==> src/core/apmc_map.svh <==
// apmc_map.svh: offsets, field positions and reset values of the mask and control bank
// assumes: included by bare name from the package and the core modules
`ifndef APMC_MAP_SVH
`define APMC_MAP_SVH

// ----------------------------------------
// register offsets on the controller port
// ----------------------------------------
`define APMC_ADDR_STATUS_ONE 5'h00
`define APMC_ADDR_STATUS_TWO 5'h01
`define APMC_ADDR_STATUS_THREE 5'h02
`define APMC_ADDR_IDENT 5'h03
`define APMC_ADDR_CONTROL_ONE 5'h05
`define APMC_ADDR_CONTROL_TWO 5'h06
`define APMC_ADDR_MASK_ONE 5'h07
`define APMC_ADDR_MASK_TWO 5'h08
`define APMC_ADDR_MASK_THREE 5'h09

// ----------------------------------------
// reset values and used-bit masks
// ----------------------------------------
`define APMC_RST_CONTROL 8'h00
`define APMC_RST_MASK 8'h00
`define APMC_MASK_THREE_USED 8'h1F
`define APMC_CONTROL_TWO_USED 8'h03

// ----------------------------------------
// control one fields
// ----------------------------------------
`define APMC_C1_NO_HDR_CORRECT 0
`define APMC_C1_NO_HEC_GEN 1
`define APMC_C1_CELL_LOOP 2
`define APMC_C1_LINE_LOOP 3
`define APMC_C1_KEEP_MULTI_ERR 4
`define APMC_C1_KEEP_IDLE 5
`define APMC_C1_KEEP_UNASSIGNED 6
`define APMC_C1_STM1_FRAME 7

// ----------------------------------------
// control two fields
// ----------------------------------------
`define APMC_C2_RX_CLOCK_TO_TX 0
`define APMC_C2_UNASSIGNED_FILL 1

// ----------------------------------------
// cell header patterns
// ----------------------------------------
`define APMC_IDLE_HEADER 40'h0000000152
`define APMC_UNASSIGNED_HEADER 40'h0000000055

`endif

==> src/core/apmc_pkg.sv <==
// apmc_pkg.sv: types shared by the mask and control bank
// assumes: apmc_map.svh on the include path
`include "apmc_map.svh"

package apmc_pkg;

    typedef logic [7:0] apmc_byte_t;
    typedef logic [4:0] apmc_addr_t;

    typedef enum logic [2:0] {
        APMC_CELL_PASS = 3'b001,
        APMC_CELL_DROP = 3'b010,
        APMC_CELL_NONE = 3'b100
    } apmc_verdict_e;

endpackage

==> src/core/apmc_sync2.sv <==
// apmc_sync2.sv: two flip-flop level synchroniser for pin inputs
// assumes: a single clock; the first stage feeds only the second
`timescale 1ns/10ps
`default_nettype none

module apmc_sync2 (
    // clock
    input wire logic i_clk,
    input wire logic i_ce,
    // level in and out
    input wire logic i_async,
    output logic o_sync
);

    logic meta_reg;

    always_ff @(posedge i_clk) begin
        if (i_ce) begin
            meta_reg <= i_async;
            o_sync <= meta_reg;
        end
    end

endmodule

`default_nettype wire

==> src/core/apmc_cell_filter.sv <==
// apmc_cell_filter.sv: receive cell keep/drop verdict from header class and control bits
// assumes: header and error flag arrive on the same clock, one valid pulse per cell
`timescale 1ns/10ps
`default_nettype none
`include "apmc_map.svh"

module apmc_cell_filter
    import apmc_pkg::*;
(
    // clock and reset
    input wire logic i_clk,
    input wire logic i_rst_n,
    input wire logic i_ce,
    // policy bits
    input wire logic i_keep_multi_err,
    input wire logic i_keep_idle,
    input wire logic i_keep_unassigned,
    // cell header
    input wire logic i_hdr_valid,
    input wire logic [39:0] i_hdr,
    input wire logic i_hdr_multi_err,
    // verdict
    output apmc_verdict_e o_verdict
);

    function automatic logic is_hdr(input logic [39:0] h, input logic [39:0] pat);
        is_hdr = (h == pat);
    endfunction

    always_ff @(posedge i_clk) begin
        if (!i_rst_n) begin
            o_verdict <= APMC_CELL_NONE;
        end else if (i_ce) begin
            if (!i_hdr_valid) begin
                o_verdict <= APMC_CELL_NONE;
            end else if (i_hdr_multi_err && !i_keep_multi_err) begin
                o_verdict <= APMC_CELL_DROP;
            end else if (is_hdr(i_hdr, `APMC_IDLE_HEADER) && !i_keep_idle) begin
                o_verdict <= APMC_CELL_DROP;
            end else if (is_hdr(i_hdr, `APMC_UNASSIGNED_HEADER) && !i_keep_unassigned) begin
                o_verdict <= APMC_CELL_DROP;
            end else begin
                o_verdict <= APMC_CELL_PASS;
            end
        end
    end

endmodule

`default_nettype wire

==> src/core/apmc_regs.sv <==
// apmc_regs.sv: interrupt mask and control register bank of the line receiver/transmitter
// assumes: controller port is synchronous to i_clk; alarm status bits come from logic on i_clk
// Function
// - each status source can be masked individually by its mask bit
// - mask bit n gates status bit n of the same register number
// - any reset clears all three mask registers to zero
// - mask one at 07 maps parity, alignment, signal, frame and carrier losses
// - mask two at 08 maps AIS, FERF, data, pointer losses and block overflows
// - mask three at 09 maps violation overflows, RDI, FERF; top three unused
// - control registers at 05 and 06 clear on pin reset or ident write
// - control one bit 0 stops single-bit header correction
// - control one bit 1 suppresses transmit HEC generation
// - control one bit 2 loops transmit cells to receive, blocks serial input
// - cell loopback is register bit OR external pin
// - control one bit 3 loops receive serial data and clock to transmit
// - line loopback is register bit OR external pin
// - control one bit 4 disables dropping multiple-bit header error cells
// - bits 5, 6, 7 keep idle, keep unassigned, select STM-1 framing
// - control two bit 0 loops receive clock, bit 1 selects unassigned filler
// - with keep-multi set, errored cells go to the receive FIFO
// - header 00 00 00 01 52 counts as idle for the idle drop
// - STM-1 select is register bit OR external select input
`timescale 1ns/10ps
`default_nettype none
`include "apmc_map.svh"

module apmc_regs
    import apmc_pkg::*;
(
    // clock, enable, reset
    input wire logic i_clk,
    input wire logic i_ce,
    input wire logic i_rst_n,
    // controller port
    input wire logic i_cs,
    input wire logic i_wr,
    input wire logic i_rd,
    input wire logic [4:0] i_addr,
    input wire logic [7:0] i_wdata,
    output logic [7:0] o_rdata,
    // alarm status bits from the detectors
    input wire logic [7:0] i_status_one,
    input wire logic [7:0] i_status_two,
    input wire logic [7:0] i_status_three,
    input wire logic i_status_event,
    output logic o_interrupt_request_n,
    // external pins
    input wire logic i_cell_side_loopback,
    input wire logic i_line_side_loopback,
    input wire logic i_stm1_frame_select_in,
    input wire logic i_rx_clock_to_tx_in,
    // receive cell filter
    input wire logic i_hdr_valid,
    input wire logic [39:0] i_hdr,
    input wire logic i_hdr_multi_err,
    output apmc_verdict_e o_cell_verdict,
    // datapath controls
    output logic o_hdr_correct_en,
    output logic o_hec_gen_en,
    output logic o_cell_loop_en,
    output logic o_serial_in_block,
    output logic o_line_loop_en,
    output logic o_stm1_frame,
    output logic o_rx_clock_to_tx,
    output logic o_unassigned_fill,
    output logic o_soft_reset
);

    // ----------------------------------------
    // state
    // ----------------------------------------
    apmc_byte_t control_one_reg;
    apmc_byte_t control_two_reg;
    apmc_byte_t alarm_mask_one_reg;
    apmc_byte_t alarm_mask_two_reg;
    apmc_byte_t alarm_mask_three_reg;
    logic bank_clear;
    logic wr_hit;
    logic rd_status;
    logic pin_cell_loop;
    logic pin_line_loop;
    logic pin_stm1;
    logic pin_clock_loop;
    logic gated_event;
    logic ident_hit;
    logic cell_loop_any;
    logic line_loop_any;
    logic stm1_any;
    logic clock_loop_any;
    apmc_byte_t rd_mux;

    function automatic logic addr_is(input apmc_addr_t a, input apmc_addr_t b);
        addr_is = (a == b);
    endfunction

    // true when any unmasked status bit is set
    function automatic logic mask_gate(input apmc_byte_t status, input apmc_byte_t mask);
        mask_gate = |(status & ~mask);
    endfunction

    // pins come from outside the clock domain
    apmc_sync2 u_sync_cell (
        .i_clk(i_clk),
        .i_ce(i_ce),
        .i_async(i_cell_side_loopback),
        .o_sync(pin_cell_loop)
    );
    apmc_sync2 u_sync_line (
        .i_clk(i_clk),
        .i_ce(i_ce),
        .i_async(i_line_side_loopback),
        .o_sync(pin_line_loop)
    );
    apmc_sync2 u_sync_stm1 (
        .i_clk(i_clk),
        .i_ce(i_ce),
        .i_async(i_stm1_frame_select_in),
        .o_sync(pin_stm1)
    );
    apmc_sync2 u_sync_clk (
        .i_clk(i_clk),
        .i_ce(i_ce),
        .i_async(i_rx_clock_to_tx_in),
        .o_sync(pin_clock_loop)
    );

    // ----------------------------------------
    // access decode
    // ----------------------------------------
    assign wr_hit = i_cs && i_wr;
    assign rd_status = i_cs && i_rd && (i_addr <= `APMC_ADDR_STATUS_THREE);
    assign ident_hit = wr_hit && addr_is(i_addr, `APMC_ADDR_IDENT);
    // a write to the ident register clears the mask, control and interrupt registers like the reset pin
    assign bank_clear = !i_rst_n || ident_hit;

    always_ff @(posedge i_clk) begin
        if (!i_rst_n) begin
            o_soft_reset <= 1'b0;
        end else if (i_ce) begin
            o_soft_reset <= ident_hit;
        end
    end

    // ----------------------------------------
    // mask registers
    // ----------------------------------------
    always_ff @(posedge i_clk) begin
        if (bank_clear) begin
            alarm_mask_one_reg <= `APMC_RST_MASK;
        end else if (i_ce && wr_hit && addr_is(i_addr, `APMC_ADDR_MASK_ONE)) begin
            alarm_mask_one_reg <= i_wdata;
        end
    end

    always_ff @(posedge i_clk) begin
        if (bank_clear) begin
            alarm_mask_two_reg <= `APMC_RST_MASK;
        end else if (i_ce && wr_hit && addr_is(i_addr, `APMC_ADDR_MASK_TWO)) begin
            alarm_mask_two_reg <= i_wdata;
        end
    end

    always_ff @(posedge i_clk) begin
        if (bank_clear) begin
            alarm_mask_three_reg <= `APMC_RST_MASK;
        end else if (i_ce && wr_hit && addr_is(i_addr, `APMC_ADDR_MASK_THREE)) begin
            alarm_mask_three_reg <= i_wdata & `APMC_MASK_THREE_USED;
        end
    end

    // ----------------------------------------
    // control registers
    // ----------------------------------------
    always_ff @(posedge i_clk) begin
        if (bank_clear) begin
            control_one_reg <= `APMC_RST_CONTROL;
        end else if (i_ce && wr_hit && addr_is(i_addr, `APMC_ADDR_CONTROL_ONE)) begin
            control_one_reg <= i_wdata;
        end
    end

    always_ff @(posedge i_clk) begin
        if (bank_clear) begin
            control_two_reg <= `APMC_RST_CONTROL;
        end else if (i_ce && wr_hit && addr_is(i_addr, `APMC_ADDR_CONTROL_TWO)) begin
            control_two_reg <= i_wdata & `APMC_CONTROL_TWO_USED;
        end
    end

    // ----------------------------------------
    // read port
    // ----------------------------------------
    // status one and two pass straight through, status three loses its top three bits; unmapped offsets read zero
    always_comb begin
        case (i_addr)
            `APMC_ADDR_STATUS_ONE: rd_mux = i_status_one;
            `APMC_ADDR_STATUS_TWO: rd_mux = i_status_two;
            `APMC_ADDR_STATUS_THREE: rd_mux = i_status_three & `APMC_MASK_THREE_USED;
            `APMC_ADDR_CONTROL_ONE: rd_mux = control_one_reg;
            `APMC_ADDR_CONTROL_TWO: rd_mux = control_two_reg;
            `APMC_ADDR_MASK_ONE: rd_mux = alarm_mask_one_reg;
            `APMC_ADDR_MASK_TWO: rd_mux = alarm_mask_two_reg;
            `APMC_ADDR_MASK_THREE: rd_mux = alarm_mask_three_reg;
            default: rd_mux = 8'h00;
        endcase
    end

    always_ff @(posedge i_clk) begin
        if (!i_rst_n) begin
            o_rdata <= 8'h00;
        end else if (i_ce && i_cs && i_rd) begin
            o_rdata <= rd_mux;
        end
    end

    // ----------------------------------------
    // interrupt gating
    // ----------------------------------------
    // status bits are never touched here, masking only removes their pull on the pin
    assign gated_event = i_status_event && (
        mask_gate(i_status_one, alarm_mask_one_reg) ||
        mask_gate(i_status_two, alarm_mask_two_reg) ||
        mask_gate(i_status_three & `APMC_MASK_THREE_USED, alarm_mask_three_reg));

    // a new event in the cycle of a status read wins over the read
    always_ff @(posedge i_clk) begin
        if (bank_clear) begin
            o_interrupt_request_n <= 1'b1;
        end else if (i_ce) begin
            if (gated_event) begin
                o_interrupt_request_n <= 1'b0;
            end else if (rd_status) begin
                o_interrupt_request_n <= 1'b1;
            end
        end
    end

    // ----------------------------------------
    // pin OR terms
    // ----------------------------------------
    // the pin terms lag their pins by the two synchroniser stages
    assign cell_loop_any = control_one_reg[`APMC_C1_CELL_LOOP] || pin_cell_loop;
    assign line_loop_any = control_one_reg[`APMC_C1_LINE_LOOP] || pin_line_loop;
    assign stm1_any = control_one_reg[`APMC_C1_STM1_FRAME] || pin_stm1;
    assign clock_loop_any = control_two_reg[`APMC_C2_RX_CLOCK_TO_TX] || pin_clock_loop;

    // ----------------------------------------
    // datapath controls
    // ----------------------------------------
    // header check and HEC generation
    always_ff @(posedge i_clk) begin
        if (!i_rst_n) begin
            o_hdr_correct_en <= 1'b1;
            o_hec_gen_en <= 1'b1;
        end else if (i_ce) begin
            o_hdr_correct_en <= !control_one_reg[`APMC_C1_NO_HDR_CORRECT];
            o_hec_gen_en <= !control_one_reg[`APMC_C1_NO_HEC_GEN];
        end
    end

    // loopbacks, framing and filler
    always_ff @(posedge i_clk) begin
        if (!i_rst_n) begin
            o_cell_loop_en <= 1'b0;
            o_serial_in_block <= 1'b0;
            o_line_loop_en <= 1'b0;
            o_stm1_frame <= 1'b0;
            o_rx_clock_to_tx <= 1'b0;
            o_unassigned_fill <= 1'b0;
        end else if (i_ce) begin
            o_cell_loop_en <= cell_loop_any;
            o_serial_in_block <= cell_loop_any;
            o_line_loop_en <= line_loop_any;
            o_stm1_frame <= stm1_any;
            o_rx_clock_to_tx <= clock_loop_any;
            o_unassigned_fill <= control_two_reg[`APMC_C2_UNASSIGNED_FILL];
        end
    end

    // ----------------------------------------
    // receive cell drop policy
    // ----------------------------------------
    apmc_cell_filter u_filter (
        .i_clk(i_clk),
        .i_rst_n(i_rst_n),
        .i_ce(i_ce),
        .i_keep_multi_err(control_one_reg[`APMC_C1_KEEP_MULTI_ERR]),
        .i_keep_idle(control_one_reg[`APMC_C1_KEEP_IDLE]),
        .i_keep_unassigned(control_one_reg[`APMC_C1_KEEP_UNASSIGNED]),
        .i_hdr_valid(i_hdr_valid),
        .i_hdr(i_hdr),
        .i_hdr_multi_err(i_hdr_multi_err),
        .o_verdict(o_cell_verdict)
    );

endmodule

`default_nettype wire

==> config.mk <==
export PLATFORM = sky130hd
export DESIGN_NAME = apmc_regs
export DESIGN_NICKNAME = d
export VERILOG_FILES = /design/src/core/apmc_pkg.sv /design/src/core/apmc_sync2.sv /design/src/core/apmc_cell_filter.sv /design/src/core/apmc_regs.sv
export VERILOG_INCLUDE_DIRS = /design/src /design/src/core
export SDC_FILE = /design/constraint.sdc
export NUM_CORES = 1
export LEC_CHECK = 0
export BUFFER_PORTS_ARGS = -buffer_cell sky130_fd_sc_hd__buf_2
export CAP_MARGIN = 20
export CORE_ASPECT_RATIO = 0.7
export CORE_MARGIN = 3
export CORE_UTILIZATION = 50
export DETAILED_ROUTE_END_ITERATION = 8
export PLACE_DENSITY = 0.81
export SLEW_MARGIN = 0
export SYNTH_ARGS = -nofsm -noshare
export SYNTH_HDL_FRONTEND = slang
export SYNTH_SLANG_ARGS = --single-unit
==> constraint.sdc <==
create_clock -name i_clk -period 2.6 [get_ports i_clk]
set_input_delay 0.13 -clock i_clk [delete_from_list [all_inputs] [get_ports i_clk]]
set_output_delay 0.13 -clock i_clk [all_outputs]
set_load 0.02 [all_outputs]
* Word-level counts from Yosys, hierarchy flattened
Cells that the tools add are included.
** Word-level totals
- Output and inout bits :: 21
- Word-level logic and storage cells :: 83
- Bits in registers :: 59
- Bits of input ports :: 90
** Cells by class
- Mux-type cells :: 7
- Reductions and logical operators :: 35
- Bitwise operators :: 6
- Equal/unequal tests :: 10
- $lt $le $gt $ge :: 1
** Operators with widths (count)
- $pmux W8 S8 :: 1
- $eq A40 B7 Y1 const B :: 1
- $eq A40 B9 Y1 const B :: 1
- $reduce_or A8 Y1 :: 3
- $and A8 B8 Y8 :: 2
- $logic_and A1 B1 Y1 :: 16
- $not A8 Y8 :: 2
- $eq A5 B3 Y1 const B :: 3
- $eq A5 B2 Y1 const B :: 2
- $eq A5 B4 Y1 const B :: 2
- $mux W3 :: 3
- $and A5 B8 Y8 :: 1
- $not A5 Y8 :: 1
- $logic_or A1 B1 Y1 :: 7
- $logic_not A1 Y1 :: 6
- $eq A5 B1 Y1 const B :: 1
- $le A5 B2 Y1 const B :: 1
- $logic_not A5 Y1 :: 1
- $mux W1 :: 2
- $mux W2 :: 1
- $reduce_and A2 Y1 :: 1
- $reduce_bool A2 Y1 :: 1

* Longest topological paths before layout
Gate-level depths: netlist of the first run.
- Depth in word-level cells :: 8
- Depth in mapped cells :: 8
- Mapped depth without buffers :: 5

* Modules after synthesis
From an unflattened synthesis of the first run, not the netlist that was laid out.
** Unflattened totals
- Cells, all modules :: 336
- Area total of the unflattened synthesis :: 2934.1 um2
** Modules (own cells, without submodules)
- apmc_regs :: sequential area each 960.9 um2, cells an instance 293, times used 1, area each 2441.1 um2
- apmc_cell_filter :: sequential area each 60.1 um2, cells an instance 35, times used 1, area each 252.7 um2
- apmc_sync2 :: sequential area each 60.1 um2, cells an instance 2, times used 4, area each 60.1 um2

* Least setup slack after synthesis of the first run
No wires, ideal clock.
- Kind :: input port to flip-flop
- Start :: input i_addr[3]
- End :: register alarm_mask_two_reg[0]
- Library setup time :: 128 ps
- Data required time :: 2472 ps
- Buffers on the path :: 3
- Arrival :: 1454 ps
- Cell stages on the path :: 7
- Setup slack :: 1019 ps
- Path through :: buf_4 > or3b_1 > buf_2 > or3_1 > buf_6 > mux2i_1 > nor2_1
** On the way
- Longest elaborated chain between the ends :: 3
- Elaborated cells on any way between the ends :: 5
- Those cells by class :: 2 x eq/ne; 3 x reduce/logical
** RTL lines
- start, declared :: line apmc_regs.sv:38 : input wire logic [4:0] i_addr,
- $eq A5 B2 Y1 :: line apmc_regs.sv:93 : addr_is = (a == b);
- $logic_and A1 B1 Y1 :: line apmc_regs.sv:132 : assign ident_hit = wr_hit && addr_is(i_addr, `APMC_ADDR_IDENT);
- $logic_or A1 B1 Y1 :: line apmc_regs.sv:134 : assign bank_clear = !i_rst_n || ident_hit;
- end signal, assigned :: line apmc_regs.sv:157 : alarm_mask_two_reg <= `APMC_RST_MASK;
- end signal, assigned :: line apmc_regs.sv:159 : alarm_mask_two_reg <= i_wdata;
- end, declared :: line apmc_regs.sv:75 : apmc_byte_t alarm_mask_two_reg;
Several ways; a longest one is shown, not always the timed one.
A chain may end at the register's enable or synchronous reset.

* Final worst setup path of the first run
- Start :: register control_one_reg[5]
- End :: register u_filter.o_verdict[1]
** On the way
- Longest elaborated chain between the ends :: 5
** RTL lines
- start, declared :: line apmc_regs.sv:72 : apmc_byte_t control_one_reg;
- start signal, assigned :: line apmc_regs.sv:176 : control_one_reg <= `APMC_RST_CONTROL;
- start signal, assigned :: line apmc_regs.sv:178 : control_one_reg <= i_wdata;
- $logic_not A1 Y1 :: line apmc_cell_filter.sv:38 : end else if (is_hdr(i_hdr, `APMC_IDLE_HEADER) && !i_keep_idle) begin
- $logic_and A1 B1 Y1 :: line apmc_cell_filter.sv:38
- $mux W3 :: line apmc_cell_filter.sv:38
- $mux W3 :: line apmc_cell_filter.sv:36 : end else if (i_hdr_multi_err && !i_keep_multi_err) begin
- $mux W3 :: line apmc_cell_filter.sv:34 : if (!i_hdr_valid) begin
- end signal, assigned :: line apmc_cell_filter.sv:35 : o_verdict <= APMC_CELL_NONE;
- end signal, assigned :: line apmc_cell_filter.sv:37 : o_verdict <= APMC_CELL_DROP;
- end signal, assigned :: line apmc_cell_filter.sv:39 : o_verdict <= APMC_CELL_DROP;
- end, declared :: line apmc_cell_filter.sv:23 : output apmc_verdict_e o_verdict
No other way between the ends.

==> impl_metrics.toml, run 1 <==
[layout]
nets = 513
fin_util_pct = 67.9
antenna_cells = 0
final_common_cell = "buf_2"
layout_common_cells = "buf_2, dfxtp_1, nor2_1"
drive_gt1_share_pct = 31.3
area.growth.synth_to_final_pct = 27.7

[hold_path]
min_from = "i_wdata[5]"
hold_depth = 3
min_to = "alarm_mask_one_reg[5]"
hold_class = "in2reg"

[sta]
worstMarginPinSlew_ns = 0.711
slew_headroom_pct = 52.4
clock-skew-final_ns = 0.00568
setup_violations = 0
min_period_ns = 1.86
finalHoldViolCount = 0
fmax_ghz = 0.537
tns_ns = 0
min_period_over_period_pct = 71.7
rsz0062_at_grt = "no"
slew_violations = 0

[critical_path]
rr_endpoint = "u_filter.o_verdict[1]"
cpPeakStageDelay_ns = 0.60
cp_max_fo = 3
start_kind = "flip-flop"
path_cells = "nor4b_1 -> mux2i_1 -> nor4_1 -> nand3_1 -> a21boi_0"
crit_arrival_ns = 2.15
r2r_slack_ns = 0.74
crit_required_ns = 2.88
worstSetupEndpointType = "flip-flop"
reg2reg_from = "control_one_reg[5]"
critPathKind = "reg2reg"
r2r_cells = 5
critPathSlowestCell = "nor4_1"

[cts]
cts_buffers = 9
cts_htree_levels = 3
clk_pin_slew_ns = 0.07
cts_tree = "done"
clockRootBuffer = "clkbuf_8"
cts_sinks = 59
clk_latency_ns = 0.35
clockBufferDepth = 2
cts_setup_buffers = 0

[synthesis]
synth_area_um2 = 2870
synth-seq-cells = 59
synth_nets = 404
synth-seq-area-share_pct = 43.9
synth_edf_count = 8
avgSynthCellArea_um2 = 9.14
synth_ff_type = "dfxtp_1"
ys.warnings.count = 0
ys_types = 49
netlist_instances = 314
ys_async_sr_fraction_pct = 0

[drt]
vias_per_cell = 5.83
first_pass_iters = 6
detailedRoute.firstIterationViolations = 304
ant_nets = 0
wirelength_mm = 9.23
drc = 0
routedWlPerCell_um = 18.5
vias = 2913

[power]
leakagePower_nw = 1.61
ir_drop_uv = 390
power_density_nw_per_um2 = 535

[place]
dp.final_hpwl_mm = 6.76
place_congestion = 0.932
port_buffers = 107

[global_route]
antenna_found_initial = 0
overflow = 0
grt_pass1_vias = 2655
grt_usage_pct = 28.2
grt_max_degree = 33
grt_pass1_wl_mm = 14.2

[job]
maxCapViolations = 0

[die]
die-height_um = 69.4
initial_core_util_pct = 53.2
ios = 111
die_w_um = 96.6
core_area_um2 = 5400
num_rows = 22
die_area_um2 = 6700

[status]
status = "finished, final reports clean"
## cells in the mapped netlist, drive strengths merged (7+ instances only)
cell	n	area share, %
a21oi	9	1.6
a22oi	12	3.1
and2	7	1.5
buf	13	2.7
dfxtp	51	36
edfxtp	8	8.4
inv	20	2.6
mux2i	38	13
nand2	19	2.5
nor2	40	5.2
nor3	8	2.0
nor4	11	2.8
o21ai	11	1.9
o22ai	7	1.5
## per-layer routing
layer	part of all wire, %	track usage, %
met5	0	0
met4	1.8	7.47
met3	11	7.92
met2	45	40.7
met1	43	41.2
## logic make-up (layout without fill, tap and decap cells)
group	after synthesis	in the layout	synth area share, %
AOI/OAI and AO/OA	60	60	14.4
DFF	59	59	43.9
and+or+nand+nor	119	119	22.4
buffers and inverters	38	152	6.01
muxes	38	38	13.2
## report_power, final
group          switching, W  internal, W  leakage (nW)
Clock              0.000374     0.000424        0.0973
Sequential       0.00000718     0.000943         0.491
Combinational      0.000123    0.0000899          1.02
Total              0.000505      0.00146          1.61
## layout make-up
type / count / area, µm²
clock buffer: 12 / 166
clock inverter: 4 / 22.5
fill: 474 / 1730
inverter: 20 / 75.1
multi-input combinational: 217 / 1440
sequential: 59 / 1260
tap: 72 / 90.1
timing repair buffer: 116 / 613
## worst max path at each step
| stage | startpoint | to | slack [ns] | depth (start not counted) |
|---|---|---|---|---|
| floorplan | i_addr[3] | alarm_mask_two_reg[0] | 1.02 | 7 |
| global placement | i_addr[1] | alarm_mask_two_reg[0] | 0.67 | 5 |
| detailed placement | i_addr[3] | alarm_mask_two_reg[7] | 0.65 | 5 |
| CTS | control_one_reg[5] | u_filter.o_verdict[1] | 0.75 | 5 |
| global route | control_one_reg[5] | u_filter.o_verdict[0] | 0.59 | 5 |
| finish | control_one_reg[5] | u_filter.o_verdict[1] | 0.74 | 5 |
## metrics by stage
stage	cells	cell area [µm²]	power, W	setup WS, ns	hold slack [ns]
after floorplan	314	2870	0.00106	1.02	0.229
after global placement	480	3440	0.00117	0.672	0.307
after detailed placement	480	3440	0.00117	0.654	0.308
after CTS	500	3670	0.00196	0.753	0.0402
after global routing	500	3670	0.00204	0.591	0.0483
final	500	3670	0.00196	0.737	0.0539
## worst max-delay path: cells and delay by family, from the launching register on
kind,cells,cell delay (ns)
flops,1,0.33
mux,1,0.13
compound gates,1,0.18
simple gates,3,1.15
## timing repair
item | CTS | global route
resized for setup | 0 | 0
hold buffers | 4 | 0
hold endpoints to repair | 4 | 0
Power figures use the tool's default switching activity.
==> run 2, diff against run 1 <==
--- a/config.mk
+++ b/config.mk
@@ -6,13 +6,14 @@
 export SDC_FILE = /design/constraint.sdc
 export NUM_CORES = 1
 export LEC_CHECK = 0
+export ABC_AREA = 1
 export BUFFER_PORTS_ARGS = -buffer_cell sky130_fd_sc_hd__buf_2
 export CAP_MARGIN = 20
 export CORE_ASPECT_RATIO = 0.7
 export CORE_MARGIN = 3
-export CORE_UTILIZATION = 50
+export CORE_UTILIZATION = 49
 export DETAILED_ROUTE_END_ITERATION = 8
-export PLACE_DENSITY = 0.81
+export PLACE_DENSITY = 0.79
 export SLEW_MARGIN = 0
 export SYNTH_ARGS = -nofsm -noshare
 export SYNTH_HDL_FRONTEND = slang
==> constraint.sdc (replaced) <==
create_clock -name i_clk -period 1.9 [get_ports i_clk]
set_input_delay 0.095 -clock i_clk [delete_from_list [all_inputs] [get_ports i_clk]]
set_output_delay 0.095 -clock i_clk [all_outputs]
set_load 0.02 [all_outputs]
==> impl_metrics.toml, run 2 <==
[layout]
area.growth.synth_to_final_pct = 30.7
drive_gt1_share_pct = 27.7
n_fill_cell = 510
postLayoutCellArea_um2 = 3900
final_common_cell = "nand2_1"
layout_common_cells = "nand2_1, buf_2, nor2_1, dfxtp_1, inv_1"
seq_area_um2 = 1260
antenna_cells = 0
multi_input_area_um2 = 1460
nets = 649

[cts]
post_cts_resized = 0
cts_sinks = 59
clockRootBuffer = "clkbuf_8"
clk_latency_ns = 0.36
clockBufferDepth = 2
cts_htree_levels = 3
cts_buffers = 9
cts_tree = "done"
clk_pin_slew_ns = 0.07

[sta]
fin_ws_ns = 0.480
rsz0062_at_grt = "no"
slew_violations = 0
fmax_ghz = 0.704
worstMarginPinSlew_ns = 0.314
tns_ns = 0
finalHoldViolCount = 0
slew_headroom_pct = 79.0
clock-skew-final_ns = 0.00591
min_period_ns = 1.42
min_period_over_period_pct = 74.7
setup_violations = 0

[place]
port_buffers = 107
place_congestion = 0.931
dpl_cell_area_um2 = 3620
dp_slack_ns = 0.382
dp.final_hpwl_mm = 6.80

[critical_path]
critPathKind = "in2reg"
cpPeakStageDelay_ns = 0.54
path_buf_inv = 4
critPathSlowestCell = "dlygate4sd3_1"
r2r_cells = 9
path_cells = "dlygate4sd3_1 -> buf_2 -> inv_1 -> nor2_4 -> buf_4 -> o21ai_0 -> a21oi_1"
start_kind = "primary input"
worst-path-stages = 7
crit_family = "buffers and inverters"
crit_arrival_ns = 1.71
cp_max_fo = 22
crit_required_ns = 2.19
worstSetupEndpointType = "flip-flop"

[global_route]
antenna_found_initial = 0
grt_usage_pct = 26.0
grt_pass1_vias = 3050
overflow = 0
grt_pass1_wl_mm = 14.3
grt_max_degree = 23

[synthesis]
yosysTopAreaCell = "dfxtp_1"
synth-seq-cells = 59
ys_types = 26
netlist_instances = 438
synth_commonest_cells = "nand2_1, dfxtp_1, nor2_1, inv_1, o21ai_0"
ys.warnings.count = 0
synth_top_area_share_pct = 34.2
synth-seq-area-share_pct = 42.2
synth_edf_count = 8
avgSynthCellArea_um2 = 6.82
synth.area.top_cells = "dfxtp_1, nand2_1, edfxtp_1, o21ai_0, a21oi_1"
synth_ff_type = "dfxtp_1"
synth_nets = 528
ys_async_sr_fraction_pct = 0
synth_area_um2 = 2990
synth.most_common_cell = "nand2_1"

[drt]
first_pass_iters = 5
ant_nets = 0
vias_per_cell = 5.19
routedWlPerCell_um = 14.2
vias = 3317
drc = 0
wirelength_mm = 9.06
detailedRoute.firstIterationViolations = 178

[hold_path]
hold_class = "in2reg"
hold_depth = 4

[power]
power.share.clock_pct = 45.4
p_seq_share_pct = 43.2
internal_power_w = 0.00230
leakagePower_nw = 1.80
p_sw_w = 0.000728
p_comb_share_pct = 11.3
power_density_nw_per_um2 = 775
ir_drop_uv = 585
power_w = 0.00303
netSwitchingFraction_pct = 24.1

[die]
die_area_um2 = 7090
initial_core_util_pct = 51.4
core_area_um2 = 5810
die_w_um = 99.3
num_rows = 23
die-height_um = 71.3
ios = 111

[status]
status = "finished, final reports clean"

[job]
maxCapViolations = 0
[run 2: layer usage]
| layer | share of wire (%) | up-vias | global-route usage [%] | routed length (µm) |
|---|---|---|---|---|
| met5 | 0 | - | 0 | 0 |
| met4 | 1.3 | 0 | 7.27 | 121 |
| met3 | 12 | 16 | 9.34 | 1070 |
| met2 | 45 | 171 | 41.1 | 4050 |
| met1 | 42 | 1468 | 33.9 | 3820 |
| li1 | - | 1662 | - | - |
[run 2: worst paths after layout]
path,start,endpoint,slack (ns)
worst max-delay path,i_rst_n,alarm_mask_two_reg[2],0.48
worst min-delay path,i_hdr_valid,u_filter.o_verdict[2],0.03
worst max register to register,control_one_reg[5],u_filter.o_verdict[1],0.77
worst min register to register,u_sync_cell.meta_reg,u_sync_cell.o_sync,0.42
[run 2: worst register-to-register path: stages, from the launching register on]
cell and delay, ns:
dfxtp_1 0.35, nor2_1 0.12, nand2_1 0.06, nor2_1 0.08
nor2_1 0.05, nor2_1 0.11, nand2_1 0.08, nand2_1 0.06
nand2_1 0.05, a21oi_1 0.11
[run 2: what timing repair did]
| action | 4_1_cts | 5_1_grt |
|---|---|---|
| hold buffers | 5 | 0 |
| endpoints found under the hold margin | 5 | 0 |
| setup buffers | 0 | 0 |
[run 2: area by class of cell]
type | count | share of cell area [%]
Inverter | 51 | 4.94
Sequential cell | 59 | 32.3
Clock buffer | 10 | 3.27
Tap cell | 75 | 2.40
Timing Repair Buffer | 122 | 16.9
Multi-Input combinational cell | 316 | 37.5
Clock inverter | 6 | 2.66
[run 2: metrics by stage]
| stage | utilization [%] | hold WS [ns] | std cells |
|---|---|---|---|
| 2_1_floorplan | - | 0.164 | 438 |
| 3_3_place_gp | 62.3 | 0.272 | 618 |
| 5_1_grt | 67.2 | 0.0398 | 639 |
| 4_1_cts | 67.2 | 0.0266 | 639 |
| 3_5_place_dp | 62.3 | 0.273 | 618 |
| 6_report | 67.2 | 0.0262 | 639 |
[run 2: logic make-up (layout without fill, tap and decap cells)]
group                  count (synthesis)  count (layout)  share of synthesized area [%]
AOI/OAI and AO/OA                     93              93                           16.4
buffers and inverters                 63             189                           8.79
DFF                                   59              59                           42.2
and+or+nand+nor                      223             223                           32.6
[run 2: power by group through the flow]
stage / Combinational, W / Sequential, W / Clock (W)
after floorplan: 0.000140 / 0.00135 / 0
after global placement: 0.000325 / 0.00134 / 0
after detailed placement: 0.000331 / 0.00134 / 0
after CTS: 0.000340 / 0.00131 / 0.00138
after global routing: 0.000378 / 0.00131 / 0.00146
final: 0.000344 / 0.00131 / 0.00138
